### src/inc/nax_pkg.sv
// Constants, opcodes and register map of the nibble ALU instruction slice.
// Assumes a 40 MHz core clock and an AXI4-Lite master with 32-bit data.
package nax_pkg;

  ////////////////////////////////////////////////////////////////////////////
  // Register map, byte addresses
  localparam int          ADDR_W       = 8;
  localparam logic [7:0]  OFF_INSTR    = 8'h00;
  localparam logic [7:0]  OFF_STATUS   = 8'h04;
  localparam logic [7:0]  OFF_PC       = 8'h08;
  localparam logic [7:0]  OFF_STACK    = 8'h0C;
  localparam logic [7:0]  OFF_MEM_ADDR = 8'h10;
  localparam logic [7:0]  OFF_MEM_DATA = 8'h14;

  // Field positions
  localparam int INSTR_IMM_BIT  = 16;
  localparam int ST_CF_BIT      = 4;
  localparam int ST_ZF_BIT      = 5;
  localparam int ST_STOP_BIT    = 6;
  localparam int ST_PMF_LSB     = 8;
  localparam int ST_SP_LSB      = 12;
  localparam int PMF_WDT_BIT    = 3;

  // Reset values
  localparam logic [10:0] PC_RST  = 11'h000;
  localparam logic [3:0]  ACC_RST = 4'h0;
  localparam logic [3:0]  PMF_RST = 4'h0;
  localparam logic [16:0] INS_RST = 17'h00000;

  // Sizes
  localparam int          STACK_DEPTH = 8;
  localparam int          DMEM_WORDS  = 128;
  localparam int          WDT_DIV     = 16384;

  // AXI responses
  localparam logic [1:0]  RESP_OKAY   = 2'h0;
  localparam logic [1:0]  RESP_SLVERR = 2'h2;

  ////////////////////////////////////////////////////////////////////////////
  // Memory forms: word[15:7]
  localparam logic [8:0]  OP9_OR      = 9'h074;
  localparam logic [8:0]  OP9_OR_WB   = 9'h076;
  localparam logic [8:0]  OP9_XOR     = 9'h070;
  localparam logic [8:0]  OP9_XOR_WB  = 9'h072;
  localparam logic [8:0]  OP9_SBC     = 9'h014;
  localparam logic [8:0]  OP9_SBC_WB  = 9'h016;
  localparam logic [8:0]  OP9_SUB     = 9'h034;
  localparam logic [8:0]  OP9_SUB_WB  = 9'h036;
  localparam logic [6:0]  OP7_SHIFT   = 7'h26;
  localparam logic [6:0]  OP7_SKB     = 7'h44;
  localparam logic [8:0]  OP9_SKB_MSK = 9'h1FA;
  // Immediate forms: word[15:9], word[8] writeback
  localparam logic [6:0]  IMM_SBC     = 7'h07;
  localparam logic [6:0]  IMM_SUB     = 7'h0F;
  localparam logic [6:0]  IMM_OR      = 7'h1E;
  localparam logic [6:0]  IMM_XOR     = 7'h1C;
  // Whole-word forms; the flag-load form matches word[15:4] only
  localparam logic [15:0] OP_RETURN   = 16'h0080;
  localparam logic [15:0] OP_SET_CF   = 16'h2800;
  localparam logic [15:0] OP_STOP     = 16'h0060;
  localparam logic [11:0] OP_PMF_PFX  = 12'h016;

  typedef enum logic [3:0] {
    ALU_PASS, ALU_OR, ALU_XOR, ALU_SUB, ALU_SBC,
    ALU_RLC, ALU_RRC, ALU_SHL, ALU_SHR
  } nax_alu_op_e;

endpackage

### src/inc/nax_alu_if.sv
// Operand and result bundle between the core sequencer and the nibble ALU.
// Assumes both ends sit in the same clock domain; the path is combinational.
`timescale 1ns/1ps
`default_nettype none
interface nax_alu_if;
  nax_pkg::nax_alu_op_e op;
  logic [3:0]           a;
  logic [3:0]           b;
  logic                 cin;
  logic [3:0]           res;
  logic                 cout;
  logic                 cf_upd;
  logic                 zout;

  modport core (output op, output a, output b, output cin,
                input res, input cout, input cf_upd, input zout);
  modport alu  (input op, input a, input b, input cin,
                output res, output cout, output cf_upd, output zout);
endinterface
`default_nettype wire

### src/design/nax_core.sv
// Nibble instruction slice: decode, execute, data memory, stack and AXI4-Lite slave.
// Assumes one clock mclk, rst_n asynchronous, wake pin asynchronous to mclk.
`timescale 1ns/1ps
`default_nettype none
module nax_core (
  input  wire logic        mclk,
  input  wire logic        rst_n,
  input  wire logic        wake_input_port,
  output logic             osc_stop,
  output logic [3:0]       parameter_flags,
  output logic             wdt_clk_div16384,
  input  wire logic [7:0]  s_axi_awaddr,
  input  wire logic        s_axi_awvalid,
  output logic             s_axi_awready,
  input  wire logic [31:0] s_axi_wdata,
  input  wire logic [3:0]  s_axi_wstrb,
  input  wire logic        s_axi_wvalid,
  output logic             s_axi_wready,
  output logic [1:0]       s_axi_bresp,
  output logic             s_axi_bvalid,
  input  wire logic        s_axi_bready,
  input  wire logic [7:0]  s_axi_araddr,
  input  wire logic        s_axi_arvalid,
  output logic             s_axi_arready,
  output logic [31:0]      s_axi_rdata,
  output logic [1:0]       s_axi_rresp,
  output logic             s_axi_rvalid,
  input  wire logic        s_axi_rready
);
  localparam int STK = nax_pkg::STACK_DEPTH;

  logic [1:0]  rst_sync_r;
  logic [2:0]  wake_sync_r;
  logic        rst_core_n;
  logic        aw_ok_r, w_ok_r;
  logic [7:0]  waddr_r;
  logic [31:0] wdata_r;
  logic [3:0]  wstrb_r;
  logic [3:0]  nibble_result_reg;
  logic        carry_flag, zero_flag, stopped_r;
  logic [3:0]  pmf_r;
  logic [10:0] pc_r;
  logic [3:0]  sp_r;
  logic [16:0] instr_r;
  logic [6:0]  mem_addr_r;
  logic [10:0] stk_r [STK];
  logic [3:0]  dmem  [nax_pkg::DMEM_WORDS];

  nax_alu_if alu_io ();

  ////////////////////////////////////////////////////////////////////////////
  // Reset release and wake pin synchronisers
  always_ff @(posedge mclk or negedge rst_n) begin
    if (!rst_n) rst_sync_r <= 2'h0;
    else        rst_sync_r <= {rst_sync_r[0], 1'b1};
  end
  assign rst_core_n = rst_sync_r[1];

  // Stage 0 is read by stage 1 only; edge detect uses stages 1 and 2
  always_ff @(posedge mclk or negedge rst_core_n) begin
    if (!rst_core_n) wake_sync_r <= 3'h7;
    else             wake_sync_r <= {wake_sync_r[1:0], wake_input_port};
  end
  wire wake_fall = wake_sync_r[2] & ~wake_sync_r[1];

  ////////////////////////////////////////////////////////////////////////////
  // AXI write side: address and data taken in either order, committed together
  wire        wr_commit = aw_ok_r & w_ok_r & ~s_axi_bvalid;
  wire [31:0] wmask     = {{8{wstrb_r[3]}}, {8{wstrb_r[2]}}, {8{wstrb_r[1]}}, {8{wstrb_r[0]}}};
  wire        wa_instr  = (waddr_r == nax_pkg::OFF_INSTR);
  wire        wa_status = (waddr_r == nax_pkg::OFF_STATUS);
  wire        wa_pc     = (waddr_r == nax_pkg::OFF_PC);
  wire        wa_stack  = (waddr_r == nax_pkg::OFF_STACK);
  wire        wa_maddr  = (waddr_r == nax_pkg::OFF_MEM_ADDR);
  wire        wa_mdata  = (waddr_r == nax_pkg::OFF_MEM_DATA);
  wire        wa_hit    = wa_instr | wa_status | wa_pc | wa_stack | wa_maddr | wa_mdata;
  wire [31:0] ins_merge = ({15'h0000, instr_r} & ~wmask) | (wdata_r & wmask);

  assign s_axi_awready = ~aw_ok_r & ~s_axi_bvalid;
  assign s_axi_wready  = ~w_ok_r & ~s_axi_bvalid;

  always_ff @(posedge mclk or negedge rst_core_n) begin
    if (!rst_core_n) begin
      aw_ok_r <= 1'b0;
      w_ok_r  <= 1'b0;
      waddr_r <= 8'h00;
      wdata_r <= 32'h0000_0000;
      wstrb_r <= 4'h0;
    end else begin
      if (s_axi_awvalid && s_axi_awready) begin
        aw_ok_r <= 1'b1;
        waddr_r <= s_axi_awaddr;
      end else if (wr_commit) aw_ok_r <= 1'b0;
      if (s_axi_wvalid && s_axi_wready) begin
        w_ok_r  <= 1'b1;
        wdata_r <= s_axi_wdata;
        wstrb_r <= s_axi_wstrb;
      end else if (wr_commit) w_ok_r <= 1'b0;
    end
  end

  // Write response one cycle after the commit; unmapped offsets answer SLVERR
  always_ff @(posedge mclk or negedge rst_core_n) begin
    if (!rst_core_n) begin
      s_axi_bvalid <= 1'b0;
      s_axi_bresp  <= nax_pkg::RESP_OKAY;
    end else if (wr_commit) begin
      s_axi_bvalid <= 1'b1;
      s_axi_bresp  <= wa_hit ? nax_pkg::RESP_OKAY : nax_pkg::RESP_SLVERR;
    end else if (s_axi_bready) s_axi_bvalid <= 1'b0;
  end

  ////////////////////////////////////////////////////////////////////////////
  // Instruction decode; a write to the instruction register issues it
  wire [15:0] word     = ins_merge[15:0];
  wire        imm_form = ins_merge[nax_pkg::INSTR_IMM_BIT];
  wire        exec     = wr_commit & wa_instr & ~stopped_r;       // Stopped core ignores issue
  wire [8:0]  op9      = word[15:7];
  wire [6:0]  op7      = word[15:9];
  wire [6:0]  raddr    = word[6:0];
  wire [6:0]  wr_addr  = {3'h0, word[3:0]};
  wire [3:0]  imm      = word[7:4];

  wire f_or_m  = ~imm_form & ((op9 == nax_pkg::OP9_OR)  | (op9 == nax_pkg::OP9_OR_WB));
  wire f_xor_m = ~imm_form & ((op9 == nax_pkg::OP9_XOR) | (op9 == nax_pkg::OP9_XOR_WB));
  wire f_sbc_m = ~imm_form & ((op9 == nax_pkg::OP9_SBC) | (op9 == nax_pkg::OP9_SBC_WB));
  wire f_sub_m = ~imm_form & ((op9 == nax_pkg::OP9_SUB) | (op9 == nax_pkg::OP9_SUB_WB));
  wire f_shift = ~imm_form & (op9[8:2] == nax_pkg::OP7_SHIFT);
  wire f_skb   = ~imm_form & ((op9 & nax_pkg::OP9_SKB_MSK) == {nax_pkg::OP7_SKB, 2'h0});
  wire f_or_i  = imm_form & (op7 == nax_pkg::IMM_OR);
  wire f_xor_i = imm_form & (op7 == nax_pkg::IMM_XOR);
  wire f_sbc_i = imm_form & (op7 == nax_pkg::IMM_SBC);
  wire f_sub_i = imm_form & (op7 == nax_pkg::IMM_SUB);
  wire f_rtn   = ~imm_form & (word == nax_pkg::OP_RETURN);
  wire f_setcf = ~imm_form & (word == nax_pkg::OP_SET_CF);
  wire f_stop  = ~imm_form & (word == nax_pkg::OP_STOP);
  wire f_pmf   = ~imm_form & (word[15:4] == nax_pkg::OP_PMF_PFX);

  wire f_or    = f_or_m | f_or_i;
  wire f_xor   = f_xor_m | f_xor_i;
  wire f_sbc   = f_sbc_m | f_sbc_i;
  wire f_sub   = f_sub_m | f_sub_i;
  wire alu_use = f_or | f_xor | f_sbc | f_sub | f_shift;

  // Shifts always write back; the other memory forms carry it in bit 8, immediates in word[8]
  wire       wb_en   = imm_form ? word[8] : (f_shift | op9[1]);
  wire [6:0] wb_addr = imm_form ? wr_addr : raddr;

  ////////////////////////////////////////////////////////////////////////////
  // Operand selection toward the ALU
  wire [3:0] mem_operand = dmem[raddr];
  wire [3:0] wr_operand  = dmem[wr_addr];

  assign alu_io.op  = f_or  ? nax_pkg::ALU_OR  :
                      f_xor ? nax_pkg::ALU_XOR :
                      f_sbc ? nax_pkg::ALU_SBC :
                      f_sub ? nax_pkg::ALU_SUB :
                      !f_shift ? nax_pkg::ALU_PASS :
                      (op9[1:0] == 2'h0) ? nax_pkg::ALU_SHL :
                      (op9[1:0] == 2'h1) ? nax_pkg::ALU_RLC :
                      (op9[1:0] == 2'h2) ? nax_pkg::ALU_SHR :
                      nax_pkg::ALU_RRC;
  assign alu_io.a   = imm_form ? wr_operand : mem_operand;
  assign alu_io.b   = imm_form ? imm : nibble_result_reg;
  assign alu_io.cin = carry_flag;

  nax_alu u_alu (
    .io (alu_io)
  );

  ////////////////////////////////////////////////////////////////////////////
  // Program counter next value: return, skip or plain step
  wire [1:0]  skb_sel  = {op9[2], op9[0]};
  wire        skip_hit = f_skb & mem_operand[skb_sel];
  wire [3:0]  sp_dec   = sp_r - 4'h1;
  wire [10:0] rtn_pc   = (sp_r == 4'h0) ? nax_pkg::PC_RST : stk_r[sp_dec[2:0]];
  wire [10:0] pc_step  = pc_r + (skip_hit ? 11'h002 : 11'h001);
  wire [10:0] pc_nxt   = f_rtn ? rtn_pc : pc_step;

  always_ff @(posedge mclk or negedge rst_core_n) begin
    if (!rst_core_n)              pc_r <= nax_pkg::PC_RST;
    else if (exec)                pc_r <= pc_nxt;
    else if (wr_commit && wa_pc)  pc_r <= (wdata_r[10:0] & wmask[10:0]) | (pc_r & ~wmask[10:0]);
  end

  // Return stack: pushes by software, pops by the return instruction
  always_ff @(posedge mclk or negedge rst_core_n) begin
    if (!rst_core_n)                                           sp_r <= 4'h0;
    else if (exec && f_rtn && sp_r != 4'h0)                    sp_r <= sp_dec;
    else if (wr_commit && wa_stack && sp_r < 4'(STK))          sp_r <= sp_r + 4'h1;
  end
  always_ff @(posedge mclk) begin
    if (wr_commit && wa_stack && sp_r < 4'(STK)) stk_r[sp_r[2:0]] <= wdata_r[10:0];
  end

  ////////////////////////////////////////////////////////////////////////////
  // Result register and flags
  always_ff @(posedge mclk or negedge rst_core_n) begin
    if (!rst_core_n) begin
      nibble_result_reg <= nax_pkg::ACC_RST;
      zero_flag         <= 1'b0;
    end else if (exec && alu_use) begin
      nibble_result_reg <= alu_io.res;
      zero_flag         <= alu_io.zout;
    end
  end

  always_ff @(posedge mclk or negedge rst_core_n) begin
    if (!rst_core_n)                            carry_flag <= 1'b0;
    else if (exec && f_setcf)                   carry_flag <= 1'b1;
    else if (exec && alu_use && alu_io.cf_upd)  carry_flag <= alu_io.cout;
  end

  // Only bit 3 has a function; bits 0 to 2 are kept but steer nothing
  always_ff @(posedge mclk or negedge rst_core_n) begin
    if (!rst_core_n)          pmf_r <= nax_pkg::PMF_RST;
    else if (exec && f_pmf)   pmf_r <= word[3:0];
  end
  assign parameter_flags  = pmf_r;
  assign wdt_clk_div16384 = pmf_r[nax_pkg::PMF_WDT_BIT];

  // Stop: the wake edge wins over a stop issued in the same cycle
  always_ff @(posedge mclk or negedge rst_core_n) begin
    if (!rst_core_n)           stopped_r <= 1'b0;
    else if (wake_fall)        stopped_r <= 1'b0;
    else if (exec && f_stop)   stopped_r <= 1'b1;
  end
  assign osc_stop = stopped_r;

  // Last instruction word written, issued or not, kept for read-back
  always_ff @(posedge mclk or negedge rst_core_n) begin
    if (!rst_core_n)               instr_r <= nax_pkg::INS_RST;
    else if (wr_commit && wa_instr) instr_r <= ins_merge[16:0];
  end

  ////////////////////////////////////////////////////////////////////////////
  // Data memory: one write port shared by writeback and software
  wire       mem_we = (exec & alu_use & wb_en) | (wr_commit & wa_mdata & wstrb_r[0]);
  wire [6:0] mem_wa = exec ? wb_addr : mem_addr_r;
  wire [3:0] mem_wd = exec ? alu_io.res : wdata_r[3:0];

  always_ff @(posedge mclk) begin
    if (mem_we) dmem[mem_wa] <= mem_wd;
  end

  always_ff @(posedge mclk or negedge rst_core_n) begin
    if (!rst_core_n)                          mem_addr_r <= 7'h00;
    else if (wr_commit && wa_maddr && wstrb_r[0]) mem_addr_r <= wdata_r[6:0];
  end

  ////////////////////////////////////////////////////////////////////////////
  // AXI read side: one cycle to answer, data held until taken
  wire [31:0] status_word = {16'h0000, sp_r, pmf_r, 1'b0, stopped_r, zero_flag, carry_flag,
                             nibble_result_reg};
  wire [31:0] rd_mux =
    (s_axi_araddr == nax_pkg::OFF_INSTR)    ? {15'h0000, instr_r} :
    (s_axi_araddr == nax_pkg::OFF_STATUS)   ? status_word :
    (s_axi_araddr == nax_pkg::OFF_PC)       ? {21'h000000, pc_r} :
    (s_axi_araddr == nax_pkg::OFF_STACK)    ? {28'h0000000, sp_r} :
    (s_axi_araddr == nax_pkg::OFF_MEM_ADDR) ? {25'h0000000, mem_addr_r} :
    (s_axi_araddr == nax_pkg::OFF_MEM_DATA) ? {28'h0000000, dmem[mem_addr_r]} : 32'h0000_0000;
  wire rd_hit = (s_axi_araddr == nax_pkg::OFF_INSTR) | (s_axi_araddr == nax_pkg::OFF_STATUS) |
                (s_axi_araddr == nax_pkg::OFF_PC) | (s_axi_araddr == nax_pkg::OFF_STACK) |
                (s_axi_araddr == nax_pkg::OFF_MEM_ADDR) | (s_axi_araddr == nax_pkg::OFF_MEM_DATA);

  assign s_axi_arready = ~s_axi_rvalid;

  always_ff @(posedge mclk or negedge rst_core_n) begin
    if (!rst_core_n) begin
      s_axi_rvalid <= 1'b0;
      s_axi_rdata  <= 32'h0000_0000;
      s_axi_rresp  <= nax_pkg::RESP_OKAY;
    end else if (s_axi_arvalid && s_axi_arready) begin
      s_axi_rvalid <= 1'b1;
      s_axi_rdata  <= rd_mux;
      s_axi_rresp  <= rd_hit ? nax_pkg::RESP_OKAY : nax_pkg::RESP_SLVERR;
    end else if (s_axi_rready) s_axi_rvalid <= 1'b0;
  end

endmodule // nax_core
`default_nettype wire

### src/design/nax_alu.sv
// Combinational nibble ALU: logic ops, subtracts and carry shifts.
// Assumes the core registers every result it takes from here.
`timescale 1ns/1ps
`default_nettype none
module nax_alu (
  nax_alu_if.alu io
);
  logic [4:0] diff;

  ////////////////////////////////////////////////////////////////////////////
  // Result and carry per operation
  always_comb begin
    diff      = 5'h00;
    io.res    = io.a;
    io.cout   = io.cin;
    io.cf_upd = 1'b0;
    case (io.op)
      nax_pkg::ALU_OR:  io.res = io.a | io.b;
      nax_pkg::ALU_XOR: io.res = io.a ^ io.b;
      nax_pkg::ALU_SUB: begin
        diff      = {1'b0, io.a} - {1'b0, io.b};
        io.res    = diff[3:0];
        io.cout   = ~diff[4];
        io.cf_upd = 1'b1;
      end
      nax_pkg::ALU_SBC: begin
        diff      = {1'b0, io.a} - {1'b0, io.b} - {4'h0, io.cin};
        io.res    = diff[3:0];
        io.cout   = ~diff[4];
        io.cf_upd = 1'b1;
      end
      nax_pkg::ALU_RLC: begin
        io.res    = {io.a[2:0], io.cin};
        io.cout   = io.a[3];
        io.cf_upd = 1'b1;
      end
      nax_pkg::ALU_RRC: begin
        io.res    = {io.cin, io.a[3:1]};
        io.cout   = io.a[0];
        io.cf_upd = 1'b1;
      end
      nax_pkg::ALU_SHL: begin
        io.res    = {io.a[2:0], 1'b0};
        io.cout   = io.a[3];
        io.cf_upd = 1'b1;
      end
      nax_pkg::ALU_SHR: begin
        io.res    = {1'b0, io.a[3:1]};
        io.cout   = io.a[0];
        io.cf_upd = 1'b1;
      end
      default: io.res = io.a;
    endcase
  end

  // Zero flag follows the 4-bit result only
  assign io.zout = (io.res == 4'h0);
endmodule // nax_alu
`default_nettype wire

### config.mk
export PLATFORM = sky130hd
export DESIGN_NAME = nax_core
export DESIGN_NICKNAME = d
export VERILOG_FILES = /design/src/inc/nax_pkg.sv /design/src/inc/nax_alu_if.sv /design/src/design/nax_core.sv /design/src/design/nax_alu.sv
export SDC_FILE = /design/constraint.sdc
export NUM_CORES = 1
export LEC_CHECK = 0
export BUFFER_PORTS_ARGS = -buffer_cell sky130_fd_sc_hd__buf_2
export CAP_MARGIN = 40
export CORE_ASPECT_RATIO = 0.7
export CORE_UTILIZATION = 40
export CTS_BUF_LIST = sky130_fd_sc_hd__clkbuf_16
export CTS_CLUSTER_DIAMETER = 100
export CTS_CLUSTER_SIZE = 12
export DETAILED_ROUTE_END_ITERATION = 7
export GPL_TIMING_DRIVEN = 0
export PLACE_DENSITY = 0.54
export SKIP_LAST_GASP = 1
export SLEW_MARGIN = 20
export SYNTH_ARGS = -nofsm -noshare
export SYNTH_HDL_FRONTEND = slang
export SYNTH_HIERARCHICAL = 1
export SYNTH_SLANG_ARGS = --single-unit
### constraint.sdc
create_clock -name mclk -period 6.37 [get_ports mclk]
set_input_delay 0.637 -clock mclk [delete_from_list [all_inputs] [get_ports mclk]]
set_output_delay 0.637 -clock mclk [all_outputs]
set_load 0.01 [all_outputs]
==> results_dict.tcl <==
set metrics [dict create \
    synth.avg_cell_area_um2 14.1 \
    synth-edff-count 600 \
    first_global_vias 25158 \
    status "finished with violations" \
    fmax_mhz 155 \
    grt_antenna_before_repair 10 \
    gp_congestion 1.03 \
    dp.cells 3782 \
    viasPerCell 6.83 \
    total_power_mw 20.4 \
    rows 90 \
    holdPathEnd "wake_sync_r[0]$_DFF_PN1_" \
    cp_data_arrival_time_ns 6.84 \
    area_growth_pct 16.6 \
    core_mm2 0.0867 \
    postRouteAntennaNets 0 \
    grt_pass1_wl_mm 209 \
    finalSetupTns_ns -4.55 \
    ys_ff_latch 706 \
    worst_slew_pin_slew_ns 1.02 \
    vias 26895 \
    fin_nets 2839 \
    fin_skew_ns 0.0362 \
    ys_types 100 \
    drive_above_1_share_pct 29.0 \
    n_fill_cell 7535 \
    start_util_pct 40.7 \
    critPathLaunchType "flip-flop" \
    post_drt_wl_per_cell_um 39.2 \
    routed_wl_mm 154 \
    ir_worst_vdd_mv 0.279 \
    die_area_mm2 0.0894 \
    r2r_cells 22 \
    synth_area_mm2 0.0353 \
    htree_num_levels 3 \
    clk_pin_slew_ns 0.07 \
    critPathCaptureType "flip-flop" \
    setup_viol 128 \
    die_height_um 250 \
    track_usage_pct 34.5 \
    r2r-start "wstrb_r[0]$_DFFE_PN0P_" \
    drc 4 \
    clockRootBuffer "clkbuf_16" \
    largest_reg_flops 512 \
    hp-start "wake_input_port" \
    dp_slack_ns -1.82 \
    hpwlAfterDp_mm 109 \
    drt_first_iter_violations 5274 \
    async_flop_share_pct 15.0 \
    leakage_nw 14.0 \
    drv_slew 0 \
    min_period_over_period_pct 101 \
    syn_inst 2501 \
    yosysWarnings 6 \
    cts.sinks 706 \
    hold_viol_final 0 \
    die_x_um 357 \
    numCtsBuffers 69 \
    criticalPathCategory "flip-flop to flip-flop" \
    firstDrtPassIters 8 \
    violations "design-rule violations, negative setup slack" \
    grt_setup_unrepaired "no" \
    crit_required_ns 6.75 \
    synthFlopType "edfxtp_1" \
    io_buffers 71 \
    grt_max_degree 73 \
    hold_path_depth 1 \
    fin_crit_ns 6.46 \
    hp-class "input pin to flip-flop" \
    clkLatencyLatePin_ns 0.67 \
    clk_path_buf_depth 3 \
    cp_max_fo 48 \
    grt_overflow 0 \
    fin_ws_ns -0.0876 \
    layoutNonFillerInstCount 3937 \
    r2r_slack_ns -0.09 \
    regMostFlops "dmem" \
    r2r_end "dmem[14][3]$_DFFE_PP_" \
    io_pins 107 \
    hold_ws_ns 0.0854 \
    maxCapViolations 0 \
    slew-limit-headroom_pct 32.2 \
    powerDensity_mw_per_mm2 497 \
    synth-seq-area-share_pct 58.6 \
    cts_tree "built" \
]
-- synthesized netlist by cell type (6+ instances only) --
master     instances  area, um^2
a2111oi_0         12         105
a211oi_1          27         203
a21oi_1          151         756
a221oi_1          17         149
a22oi_1            6        45.0
a31oi_1            8        50.1
a32oi_1           11        96.3
and2_1             7        43.8
and3_1             7        43.8
buf_1             15        56.3
buf_2             57         285
buf_4             29         218
buf_6             10         113
clkbuf_1          80         300
dfrtp_1          103        2580
edfxtp_1         600       18000
ha_1              17         213
inv_1             35         131
mux2_2            51         574
mux2i_1           58         581
mux4_2           249        5610
nand2_1          314        1180
nand2b_1          18         113
nand3_1           37         185
nand3_4            8         140
nand3b_1           8        60.1
nand4_1            7        43.8
nor2_1           220         826
nor2b_1           17         106
nor3_1            34         170
nor3b_1           11        82.6
nor4_1            17         106
o211ai_1          13        97.6
o21ai_0           56         280
o22a_1             7        61.3
o22ai_1           36         225
o31ai_1            6        45.0
xnor2_1            7        61.3
xor2_1             9        78.8
-- critical path, cell delays in order, from the launching register on --
cell       delay (ns)
dfrtp_1          0.36
buf_6            0.17
buf_2            0.30
mux2i_4          0.33
buf_4            0.18
buf_4            0.28
clkbuf_1         0.52
a2111oi_1        0.17
nor2_2           0.54
o21ai_0          0.25
o22ai_2          0.25
nand2_1          0.11
nand2_2          0.22
inv_1            0.13
ha_1             0.39
inv_1            0.06
a21oi_1          0.24
xor2_1           0.17
a221o_1          0.44
a21o_1           0.25
nand2_2          0.21
nand2_8          0.16
bufbuf_16        0.37
-- report_power, final --
part / leakage (nW) / switching, mW / internal, mW
combinational: 6.26 / 7.05 / 3.45
sequential: 6.76 / 0.350 / 5.80
clock: 0.973 / 1.85 / 1.96
total: 14.0 / 9.25 / 11.2
-- worst max-delay path by stage --
| stage | start | endpoint | depth (start not counted) |
|---|---|---|---|
| floorplan | wdata_r[0]$_DFFE_PN0P_ | dmem[0][2]$_DFFE_PP_ | 22 |
| global placement | wdata_r[2]$_DFFE_PN0P_ | dmem[66][2]$_DFFE_PP_ | 19 |
| detailed placement | wdata_r[0]$_DFFE_PN0P_ | dmem[21][1]$_DFFE_PP_ | 24 |
| CTS | wdata_r[0]$_DFFE_PN0P_ | dmem[47][1]$_DFFE_PP_ | 25 |
| global route | wstrb_r[0]$_DFFE_PN0P_ | dmem[54][1]$_DFFE_PP_ | 22 |
| finish | wstrb_r[0]$_DFFE_PN0P_ | dmem[14][3]$_DFFE_PP_ | 22 |
-- cells by family (layout without fill, tap and decap cells) --
family / after synthesis / after routing / share of synthesized area (%)
other: 2 / 24 / 0.0213
buffers and inverters: 226 / 486 / 3.13
DFF: 706 / 706 / 58.6
muxes: 360 / 360 / 19.3
and+or+nand+nor: 740 / 744 / 9.64
xor gates and xnor gates: 17 / 17 / 0.461
AOI/OAI and AO/OA: 431 / 431 / 8.13
adders and majority gates: 19 / 19 / 0.717
-- per-stage QoR --
step                      area [um^2]  util, %
after floorplan                 35300        -
after global placement          37100     42.8
after detailed placement        38000     43.8
after CTS                       40600     46.8
after global routing            41100     47.4
final                           41100     47.4
-- layout by cell type, fill, tap and decap left out, drive strengths merged, types with 14 or more instances in the layout --
cell | Yosys | layout
mux2i | 59 | 59
nand2b | 19 | 19
mux2 | 52 | 52
a211oi | 27 | 27
nand2 | 318 | 322
o21ai | 62 | 62
nor3 | 37 | 37
dfrtp | 103 | 103
nor2b | 17 | 17
clkbuf | 80 | 147
nor4 | 18 | 18
buf | 111 | 276
mux4 | 249 | 249
a2111oi | 14 | 14
nor2 | 221 | 221
ha | 17 | 17
nand3 | 47 | 47
a221oi | 18 | 18
edfxtp | 600 | 600
o22ai | 36 | 36
a21oi | 152 | 152
conb | 2 | 18
inv | 35 | 51
-- layout make-up --
class	count	area [um^2]	area share, %
diodes	6	15.0	0.0365
plain buffers	188	1290	3.14
clock buffers	69	1730	4.20
clock inverters	23	175	0.426
inverters	35	131	0.320
multi-input cells	1589	14100	34.3
flip-flops and latches	706	20700	50.3
well taps	1150	1440	3.50
repair buffers	171	1550	3.77
-- timing repair --
item                                    4_1_cts  5_1_grt
endpoints found under the setup margin      528      418
gates cloned                                  7        0
hold buffers                                  1        0
pin swaps                                    13        8
hold endpoints to repair                      2        0
resized for setup                           121       57
buffers inserted                             16       33
-- per-layer routing --
metal  GRT usage (%)  part of all wire, %
met5           0.378                0.047
met4            11.8                  3.9
met3            17.1                   17
met1            50.7                   41
met2            43.1                   38
Power figures use the tool's default switching activity.
